===== src/core/dbts_pkg.sv =====
package dbts_pkg;

    // bus and chain geometry
    localparam int GROUP_BITS = 9;
    localparam int BUS_BITS   = 2 * GROUP_BITS;
    localparam int CHAIN_LEN  = 80;
    localparam int IR_LEN     = 8;

    // instruction codes, msb first
    localparam logic [7:0] INSTR_EXTEST = 8'h00;
    localparam logic [7:0] INSTR_SAMPLE = 8'h81;
    localparam logic [7:0] INSTR_CLAMP  = 8'h82;
    localparam logic [7:0] INSTR_HIGHZ  = 8'h03;
    localparam logic [7:0] INSTR_RESET  = 8'hff;

    // fixed low bits of the instruction capture pattern and the bypass capture value
    localparam logic [1:0] IR_CAPTURE_LSBS = 2'h1;
    localparam logic       BYPASS_CAPTURE  = 1'h0;

    // control cell positions in the chain
    localparam int POS_DIR_ONE  = 79;
    localparam int POS_ENB_ONE  = 78;
    localparam int POS_AEN_ONE  = 77;
    localparam int POS_BEN_ONE  = 76;
    localparam int POS_DIR_TWO  = 75;
    localparam int POS_ENB_TWO  = 74;
    localparam int POS_AEN_TWO  = 73;
    localparam int POS_BEN_TWO  = 72;
    // data field bases (lowest position of each 18-cell field)
    localparam int BASE_A_IN    = 54;
    localparam int BASE_B_OUT   = 36;
    localparam int BASE_B_IN    = 18;
    localparam int BASE_A_OUT   = 0;

    // register map
    localparam logic [31:0] OFFS_CTRL   = 32'h0000_0000;
    localparam logic [31:0] OFFS_STATUS = 32'h0000_0004;
    localparam int          CTRL_HOLD_BIT  = 0;
    localparam logic        CTRL_HOLD_RESET = 1'h0;
    localparam int          STAT_INSTR_LSB = 16;
    localparam logic [1:0]  RESP_OKAY   = 2'h0;
    localparam logic [1:0]  RESP_SLVERR = 2'h2;

    typedef enum logic [15:0] {
        TAP_RESET    = 16'h0001,
        TAP_IDLE     = 16'h0002,
        TAP_SEL_DR   = 16'h0004,
        TAP_CAP_DR   = 16'h0008,
        TAP_SHIFT_DR = 16'h0010,
        TAP_EX1_DR   = 16'h0020,
        TAP_PAUSE_DR = 16'h0040,
        TAP_EX2_DR   = 16'h0080,
        TAP_UPD_DR   = 16'h0100,
        TAP_SEL_IR   = 16'h0200,
        TAP_CAP_IR   = 16'h0400,
        TAP_SHIFT_IR = 16'h0800,
        TAP_EX1_IR   = 16'h1000,
        TAP_PAUSE_IR = 16'h2000,
        TAP_EX2_IR   = 16'h4000,
        TAP_UPD_IR   = 16'h8000
    } dbts_tap_state_t;

endpackage


===== src/core/dbts_transceiver.sv =====
// Chosen here: register access over AXI4-Lite and the placing of the registers.
`timescale 1ns/1ps

module dbts_transceiver
    import dbts_pkg::*;
#(
    // arbitrary neutral value, not tied to any real part
    parameter logic [5:0] PSEUDO_ID = 6'h2a
)(
    // clock and reset
    input  wire logic                clk,
    input  wire logic                rst,
    // register bus
    input  wire logic [31:0]         s_axi_awaddr,
    input  wire logic                s_axi_awvalid,
    output logic                     s_axi_awready,
    input  wire logic [31:0]         s_axi_wdata,
    input  wire logic [3:0]          s_axi_wstrb,
    input  wire logic                s_axi_wvalid,
    output logic                     s_axi_wready,
    output logic [1:0]               s_axi_bresp,
    output logic                     s_axi_bvalid,
    input  wire logic                s_axi_bready,
    input  wire logic [31:0]         s_axi_araddr,
    input  wire logic                s_axi_arvalid,
    output logic                     s_axi_arready,
    output logic [31:0]              s_axi_rdata,
    output logic [1:0]               s_axi_rresp,
    output logic                     s_axi_rvalid,
    input  wire logic                s_axi_rready,
    // test access port
    input  wire logic                tck,
    input  wire logic                tms,
    input  wire logic                tdi,
    output logic                     tdo,
    output logic                     tdo_oe,
    // group controls
    input  wire logic                enable_bar_group_one,
    input  wire logic                enable_bar_group_two,
    input  wire logic                flow_select_group_one,
    input  wire logic                flow_select_group_two,
    // data sides, group one in bits 8:0, group two in bits 17:9
    input  wire logic [BUS_BITS-1:0] side_a_in,
    output logic [BUS_BITS-1:0]      side_a_out,
    output logic [BUS_BITS-1:0]      side_a_oe,
    input  wire logic [BUS_BITS-1:0] side_b_in,
    output logic [BUS_BITS-1:0]      side_b_out,
    output logic [BUS_BITS-1:0]      side_b_oe
);

    // group bit 0 of group one lands on the highest cell of a field
    function automatic logic [BUS_BITS-1:0] flip(input logic [BUS_BITS-1:0] v);
        logic [BUS_BITS-1:0] r;
        r = '0;
        for (int i = 0; i < BUS_BITS; i++)
            r[BUS_BITS-1-i] = v[i];
        return r;
    endfunction

    // synchronisers: stage one feeds stage two only
    logic [2:0]          tap_s1;
    logic [2:0]          tap_s2;
    logic                tck_d;
    logic [3:0]          ctl_s1;
    logic [3:0]          ctl_s2;
    logic [BUS_BITS-1:0] a_s1;
    logic [BUS_BITS-1:0] a_s2;
    logic [BUS_BITS-1:0] b_s1;
    logic [BUS_BITS-1:0] b_s2;

    always_ff @(posedge clk)
    begin
        tap_s1 <= {tdi, tms, tck};
        tap_s2 <= tap_s1;
        tck_d  <= tap_s2[0];
        ctl_s1 <= {flow_select_group_two, enable_bar_group_two,
                   flow_select_group_one, enable_bar_group_one};
        ctl_s2 <= ctl_s1;
        a_s1   <= side_a_in;
        a_s2   <= a_s1;
        b_s1   <= side_b_in;
        b_s2   <= b_s1;
    end

    wire       tck_rise = tap_s2[0] & ~tck_d;
    wire       tck_fall = ~tap_s2[0] & tck_d;
    wire       tms_s    = tap_s2[1];
    wire       tdi_s    = tap_s2[2];
    wire [1:0] enb_s    = {ctl_s2[2], ctl_s2[0]};
    wire [1:0] dir_s    = {ctl_s2[3], ctl_s2[1]};

    // register file state
    logic            hold_reset;
    dbts_tap_state_t state;
    dbts_tap_state_t next_state;
    logic [IR_LEN-1:0]    ir;
    logic [IR_LEN-1:0]    ir_sh;
    logic [CHAIN_LEN-1:0] boundary_cell_chain;
    logic [CHAIN_LEN-1:0] upd;
    logic                 byp;

    // controller sequencing on tms
    always_comb
    begin
        next_state = state;
        case (state)
            TAP_RESET:    next_state = tms_s ? TAP_RESET   : TAP_IDLE;
            TAP_IDLE:     next_state = tms_s ? TAP_SEL_DR  : TAP_IDLE;
            TAP_SEL_DR:   next_state = tms_s ? TAP_SEL_IR  : TAP_CAP_DR;
            TAP_CAP_DR:   next_state = tms_s ? TAP_EX1_DR  : TAP_SHIFT_DR;
            TAP_SHIFT_DR: next_state = tms_s ? TAP_EX1_DR  : TAP_SHIFT_DR;
            TAP_EX1_DR:   next_state = tms_s ? TAP_UPD_DR  : TAP_PAUSE_DR;
            TAP_PAUSE_DR: next_state = tms_s ? TAP_EX2_DR  : TAP_PAUSE_DR;
            TAP_EX2_DR:   next_state = tms_s ? TAP_UPD_DR  : TAP_SHIFT_DR;
            TAP_UPD_DR:   next_state = tms_s ? TAP_SEL_DR  : TAP_IDLE;
            TAP_SEL_IR:   next_state = tms_s ? TAP_RESET   : TAP_CAP_IR;
            TAP_CAP_IR:   next_state = tms_s ? TAP_EX1_IR  : TAP_SHIFT_IR;
            TAP_SHIFT_IR: next_state = tms_s ? TAP_EX1_IR  : TAP_SHIFT_IR;
            TAP_EX1_IR:   next_state = tms_s ? TAP_UPD_IR  : TAP_PAUSE_IR;
            TAP_PAUSE_IR: next_state = tms_s ? TAP_EX2_IR  : TAP_PAUSE_IR;
            TAP_EX2_IR:   next_state = tms_s ? TAP_UPD_IR  : TAP_SHIFT_IR;
            TAP_UPD_IR:   next_state = tms_s ? TAP_SEL_DR  : TAP_IDLE;
            default:      next_state = TAP_RESET;
        endcase
    end

    always_ff @(posedge clk)
    begin
        if (rst || hold_reset)
            state <= TAP_RESET;
        else if (tck_rise)
            state <= next_state;
    end

    // instruction decode; anything unlisted selects bypass
    wire sel_extest = (ir == INSTR_EXTEST);
    wire sel_sample = (ir == INSTR_SAMPLE);
    wire sel_clamp  = (ir == INSTR_CLAMP);
    wire sel_highz  = (ir == INSTR_HIGHZ);
    wire sel_bsr    = sel_extest | sel_sample;
    wire test_drive = sel_extest | sel_clamp;

    // system logic enables and data
    wire [1:0]          a_en_sys   = ~enb_s & ~dir_s;
    wire [1:0]          b_en_sys   = ~enb_s & dir_s;
    wire [BUS_BITS-1:0] a_data_sys = b_s2;
    wire [BUS_BITS-1:0] b_data_sys = a_s2;

    // observe-only cells only sample, the data path never reads them
    wire [CHAIN_LEN-1:0] capture_vec = {
        dir_s[0], enb_s[0], a_en_sys[0], b_en_sys[0],
        dir_s[1], enb_s[1], a_en_sys[1], b_en_sys[1],
        flip(a_s2), flip(b_data_sys), flip(b_s2), flip(a_data_sys)};

    // update stages take over in extest and clamp; highz floats all
    wire [1:0] a_en_eff = sel_highz ? 2'h0 :
                          test_drive ? {upd[POS_AEN_TWO], upd[POS_AEN_ONE]} : a_en_sys;
    wire [1:0] b_en_eff = sel_highz ? 2'h0 :
                          test_drive ? {upd[POS_BEN_TWO], upd[POS_BEN_ONE]} : b_en_sys;
    wire [BUS_BITS-1:0] a_data_eff = test_drive ?
                          flip(upd[BASE_A_OUT +: BUS_BITS]) : a_data_sys;
    wire [BUS_BITS-1:0] b_data_eff = test_drive ?
                          flip(upd[BASE_B_OUT +: BUS_BITS]) : b_data_sys;

    // pins come from flops, costing one clk after the synchronisers
    always_ff @(posedge clk)
    begin
        if (rst)
        begin
            side_a_out <= '0;
            side_b_out <= '0;
            side_a_oe  <= '0;
            side_b_oe  <= '0;
        end
        else
        begin
            side_a_out <= a_data_eff;
            side_b_out <= b_data_eff;
            side_a_oe  <= {{GROUP_BITS{a_en_eff[1]}}, {GROUP_BITS{a_en_eff[0]}}};
            side_b_oe  <= {{GROUP_BITS{b_en_eff[1]}}, {GROUP_BITS{b_en_eff[0]}}};
        end
    end

    // data registers and the instruction shift register capture and shift on tck rise
    always_ff @(posedge clk)
    begin
        if (rst)
        begin
            boundary_cell_chain   <= '0;
            byp   <= 1'h0;
            ir_sh <= '0;
        end
        else if (tck_rise)
        begin
            if (state == TAP_CAP_DR)
            begin
                boundary_cell_chain <= sel_bsr ? capture_vec : boundary_cell_chain;
                byp <= BYPASS_CAPTURE;
            end
            else if (state == TAP_SHIFT_DR)
            begin
                boundary_cell_chain <= sel_bsr ? {tdi_s, boundary_cell_chain[CHAIN_LEN-1:1]} : boundary_cell_chain;
                byp <= tdi_s;
            end
            if (state == TAP_CAP_IR)
                ir_sh <= {PSEUDO_ID, IR_CAPTURE_LSBS};
            else if (state == TAP_SHIFT_IR)
                ir_sh <= {tdi_s, ir_sh[IR_LEN-1:1]};
        end
    end

    // updates and tdo move on tck fall
    always_ff @(posedge clk)
    begin
        if (rst || state == TAP_RESET)
            ir <= INSTR_RESET;
        else if (tck_fall && state == TAP_UPD_IR)
            ir <= ir_sh;
    end

    always_ff @(posedge clk)
    begin
        if (rst)
            upd <= '0;
        else if (tck_fall && state == TAP_UPD_DR && sel_bsr)
            upd <= boundary_cell_chain;
    end

    always_ff @(posedge clk)
    begin
        if (rst)
        begin
            tdo    <= 1'h0;
            tdo_oe <= 1'h0;
        end
        else if (tck_fall)
        begin
            tdo_oe <= (state == TAP_SHIFT_IR) || (state == TAP_SHIFT_DR);
            if (state == TAP_SHIFT_IR)
                tdo <= ir_sh[0];
            else if (state == TAP_SHIFT_DR)
                tdo <= sel_bsr ? boundary_cell_chain[0] : byp;
        end
    end

    // register bus slave; write answer waits until both halves are in
    logic [31:0] aw_addr;
    logic [31:0] w_data;
    logic [3:0]  w_strb;
    logic        aw_got;
    logic        w_got;

    wire aw_hs   = s_axi_awvalid & s_axi_awready;
    wire w_hs    = s_axi_wvalid & s_axi_wready;
    wire ar_hs   = s_axi_arvalid & s_axi_arready;
    wire wr_fire = aw_got & w_got & ~s_axi_bvalid;
    wire wr_ctrl = (aw_addr == OFFS_CTRL);
    wire rd_ctrl = (s_axi_araddr == OFFS_CTRL);
    wire rd_stat = (s_axi_araddr == OFFS_STATUS);
    wire [31:0] stat_word = {8'h00, ir, 16'(state)};
    wire [31:0] rd_word   = rd_ctrl ? {31'h0, hold_reset} :
                            rd_stat ? stat_word : 32'h0;

    always_ff @(posedge clk)
    begin
        if (rst)
        begin
            s_axi_awready <= 1'h1;
            s_axi_wready  <= 1'h1;
            s_axi_bvalid  <= 1'h0;
            s_axi_bresp   <= RESP_OKAY;
            aw_got        <= 1'h0;
            w_got         <= 1'h0;
            aw_addr       <= '0;
            w_data        <= '0;
            w_strb        <= '0;
            hold_reset    <= CTRL_HOLD_RESET;
        end
        else
        begin
            if (aw_hs)
            begin
                aw_addr       <= s_axi_awaddr;
                aw_got        <= 1'h1;
                s_axi_awready <= 1'h0;
            end
            if (w_hs)
            begin
                w_data       <= s_axi_wdata;
                w_strb       <= s_axi_wstrb;
                w_got        <= 1'h1;
                s_axi_wready <= 1'h0;
            end
            if (wr_fire)
            begin
                aw_got        <= 1'h0;
                w_got         <= 1'h0;
                s_axi_awready <= 1'h1;
                s_axi_wready  <= 1'h1;
                s_axi_bvalid  <= 1'h1;
                s_axi_bresp   <= wr_ctrl ? RESP_OKAY : RESP_SLVERR;
                if (wr_ctrl && w_strb[0])
                    hold_reset <= w_data[CTRL_HOLD_BIT];
            end
            else if (s_axi_bvalid && s_axi_bready)
                s_axi_bvalid <= 1'h0;
        end
    end

    always_ff @(posedge clk)
    begin
        if (rst)
        begin
            s_axi_arready <= 1'h1;
            s_axi_rvalid  <= 1'h0;
            s_axi_rdata   <= '0;
            s_axi_rresp   <= RESP_OKAY;
        end
        else if (ar_hs)
        begin
            s_axi_arready <= 1'h0;
            s_axi_rvalid  <= 1'h1;
            s_axi_rdata   <= rd_word;
            s_axi_rresp   <= (rd_ctrl || rd_stat) ? RESP_OKAY : RESP_SLVERR;
        end
        else if (s_axi_rvalid && s_axi_rready)
        begin
            s_axi_rvalid  <= 1'h0;
            s_axi_arready <= 1'h1;
        end
    end

    // checks
    logic [2:0] tms_ones;
    always_ff @(posedge clk)
    begin
        if (rst)
            tms_ones <= 3'h0;
        else if (tck_rise)
            tms_ones <= !tms_s ? 3'h0 : (tms_ones == 3'h5) ? 3'h5 : tms_ones + 3'h1;
    end
endmodule


===== config.mk =====
export PLATFORM = sky130hd
export DESIGN_NAME = dbts_transceiver
export DESIGN_NICKNAME = d
export VERILOG_FILES = /design/src/core/dbts_pkg.sv /design/src/core/dbts_transceiver.sv
export SDC_FILE = /design/constraint.sdc
export NUM_CORES = 1
export LEC_CHECK = 0
export BUFFER_PORTS_ARGS = -buffer_cell sky130_fd_sc_hd__buf_2
export CORE_AREA = 3 3 168 170
export DETAILED_ROUTE_END_ITERATION = 8
export DIE_AREA = 0 0 171 173
export GPL_TIMING_DRIVEN = 1
export PLACE_DENSITY = 0.81
export RECOVER_POWER = 50
export SLEW_MARGIN = 20
export SYNTH_ARGS = -nofsm -noshare
export SYNTH_HDL_FRONTEND = slang
export SYNTH_SLANG_ARGS = --single-unit

===== constraint.sdc =====
create_clock -name clk -period 2.69 [get_ports clk]
set_input_delay 0.4035 -clock clk [delete_from_list [all_inputs] [get_ports clk]]
set_output_delay 0.4035 -clock clk [all_outputs]
set_load 0.01 [all_outputs]

==> metrics.yaml <==
status: "complete, no violations"
tightest_slew_ps: 992
finalCritPeriodShare_pct: 92.7
total_power_mw: 11.0
grt_pass1_vias: 9540
whs_ps: 21.7
arrival_ps: 2900
clock.fmax_mhz: 401
worst_path_max_delay_cell: "or4_1"
drt_wl_total_um: 28800
io_pins: 265
cts_max_level: 2
grt_use_total_pct: 18.7
cts-root-buf: "clkbuf_16"
synth_edf_count: 0
ys_ff_latch: 350
start_util_pct: 46.7
vias: 10100
ys_seq_area_share_pct: 55.8
critPathLaunchType: "register"
grt_first_pass_wirelength_um: 46900
cts_hold_buf: 35
max_stage_delay_ps: 770
finalMaxSlewViolations: 0
hold_path_depth: 1
final.min_clock_period_ps: 2490
drt_iter0_markers: 630
syn_to_final_growth_pct: 20.5
path_cells: "or4_1 -> nor3b_1 -> and4_4 -> buf_12 -> nor2_1 -> a211oi_1"
busiest_layer: "met2"
path_clk_slew_ps: 60
fin_nets: 1737
grt_max_degree: 91
via_per_inst: 5.18
synth_top_area_share_pct: 55.8
num-fill-cells: 2372
gr-usage-met2_pct: 30.0
cts_resized: 0
avgRoutedWirePerCell_um: 14.7
yosysTopAreaCell: "dfxtp_1"
die_h_um: 173
cp-end-kind: "register"
clk_path_buf_depth: 3
fp-row-count: 60
synthTopCellsByArea: "dfxtp_1 56%, nand2_1 9.7%, a21oi_1 7.4%, nor2_1 3.0%, buf_4 2.8%"
antenna_found_initial: 0
dp_hpwl_um: 18100
n_antenna_cell: 0
core_area_mm2: 0.0269
slew_headroom_pct: 33.7
min_path_type: "in2reg"
worstSetupPathType: "reg2reg"
final.setup.tns_ps: 0
setup_viol: 0
syn_inst: 1395
worst_ep_required_time_ps: 3100
ir_worst_vdd_mv: 0.502
ant_nets: 0
swShare_pct: 21.3
grtUsageMet3_pct: 3.59
maxCapViolCount: 0
layoutNonFillerInstCount: 1952
dieArea_mm2: 0.0296
grt-ovfl-total: 0
drive_gt1_share_pct: 15.1
combinationalPowerShare_pct: 4.3
syn_area_mm2: 0.0126
reg2reg_slack_ps: 200
port_buffers: 220
post-cts-setup-buffer-count: 0
hp-start: "enable_bar_group_two"
worst-path-max-fanout: 32
rr_endpoint: "boundary_cell_chain[57]"
clk_latency_ps: 510
hold_viol_final: 0
cts_tree: "yes"
drc: 0
skew_ps: 16.3
worstReg2RegStart: "state[9]"
cts_made_buffers: 37
p_per_area_mw_per_mm2: 728
routabilityCongestion: 0.877
p_leak_nw: 5.94
postSynth.topFlopCell: "dfxtp_1"
synth-warning-count: 0
min_delay_worst_endpoint: "ctl_s1[2]"
async_flop_share_pct: 0
p_seq_share_pct: 49.1
p_int_mw: 8.67
use_met1_pct: 25.6
netlist-cell-type-count: 55
rr_worst_depth: 6
placedCellCount: 1854
firstDrtPassIters: 5
grt_setup_unrepaired: "no"
die_width_um: 171
cts.sink_count: 350
avgSynthCellArea_um2: 9.00
p_sw_mw: 2.35
p_clk_share_pct: 46.6
## power by group through the flow
| stage | logic, mW | clock network, mW | registers [mW] |
|---|---|---|---|
| floorplan | 0.266 | 0 | 5.52 |
| global placement | 0.444 | 0 | 5.51 |
| detailed placement | 0.453 | 0 | 5.51 |
| CTS | 0.495 | 5.24 | 5.40 |
| global route | 0.530 | 5.47 | 5.42 |
| finish | 0.477 | 5.13 | 5.41 |
## synthesized netlist by cell type, types with 6 or more instances
master	instances
or4_1	6
mux2i_1	16
buf_4	47
o21ai_0	8
buf_6	10
nor2b_1	7
nor4_1	22
nor2_1	100
o21bai_1	36
nor3_1	8
a22oi_1	30
a21oi_1	185
nand3_1	16
a21oi_2	20
dfxtp_1	350
nand2_1	324
a211oi_1	46
clkbuf_1	64
buf_2	18
## metal layers
layer | share of wire [%] | routed length, um
met5 | 0 | 0
met4 | 2.1 | 592
met3 | 6.0 | 1720
met2 | 46 | 13400
met1 | 46 | 13100
## critical path, delay by kind of cell (launching register included)
| family | cells | cell delay (ps) |
|---|---|---|
| AOI/OAI and AO/OA | 1 | 210 |
| DFF | 1 | 350 |
| buffers and inverters | 1 | 230 |
| and+or+nand+nor | 4 | 1580 |
## placed cells by master (no fill, tap or decap), types with 4 or more instances in the layout
master         netlist  layout
o21bai_1            36      36
bufinv_16            0       4
dlygate4sd3_1        0      35
dfxtp_1            350     350
nor4_4               4       4
nor3_1               8       8
nand4_1              4       4
and2_1               4       4
nand2b_1             5       5
a21oi_2             20      20
a21oi_1            185     185
clkbuf_8             0       4
clkinv_2             0       7
a211oi_1            46      46
nor4_1              22      20
mux2i_1             16      16
a22oi_1             30      30
nor2_1             100     100
o22ai_1              5       5
xor2_1               5       5
nor4_2               2       4
nor2b_1              7       7
clkbuf_1            64     115
nand3_1             16      15
inv_1                5       5
buf_4               47      24
or4_1                6       6
o21ai_0              8       8
buf_2               18     109
conb_1               1      10
nand2_1            324     324
buf_12               0       8
clkbuf_16            0      39
## kinds of logic after synthesis
logic type,synth area share (%)
DFF,55.8
muxes,1.45
buffers and inverters,6.61
AOI/OAI and AO/OA,17.1
xor gates and xnor gates,0.488
and+or+nand+nor,18.5
other,0.0299
## sequential cells by signal (all words and copies together), names as in the netlist, 16 cells and up
| name | cells |
|---|---|
| boundary_cell_chain | 80 |
| aw_addr | 32 |
| b_s1 | 18 |
| side_b_out | 18 |
| state | 16 |
| a_s1 | 18 |
| a_data_sys | 18 |
| upd | 40 |
| s_axi_rdata | 24 |
| a_s2 | 18 |
| side_a_out | 18 |
## cell type report
class / instances / area (um2) / share of cell area [%]
clock buffer: 48 / 1050 / 6.94
clock inverter: 15 / 188 / 1.24
inverter: 5 / 18.8 / 0.124
multi-input combinational: 906 / 4780 / 31.6
sequential: 350 / 7010 / 46.3
tap: 341 / 427 / 2.82
timing repair buffer: 287 / 1660 / 11.0
## worst max-delay path by stage
stage	cells past startpoint	start	endpoint
6_report	6	state[9]	boundary_cell_chain[57]
5_1_grt	6	state[9]	boundary_cell_chain[61]
4_1_cts	6	state[9]	boundary_cell_chain[57]
3_5_place_dp	6	state[9]	boundary_cell_chain[61]
3_3_place_gp	6	state[15]	state[8]
2_1_floorplan	8	state[12]	boundary_cell_chain[24]
## through the flow
| step | util (%) | area (um2) | setup slack, ps |
|---|---|---|---|
| CTS | 56.8 | 15300 | 198 |
| detailed placement | 50.9 | 13700 | 264 |
| global placement | 50.9 | 13700 | 300 |
| global route | 56.3 | 15100 | 74.4 |
| floorplan | - | 12600 | 533 |
| finish | 56.3 | 15100 | 196 |
No activity file was read; power rests on OpenSTA's default activity.
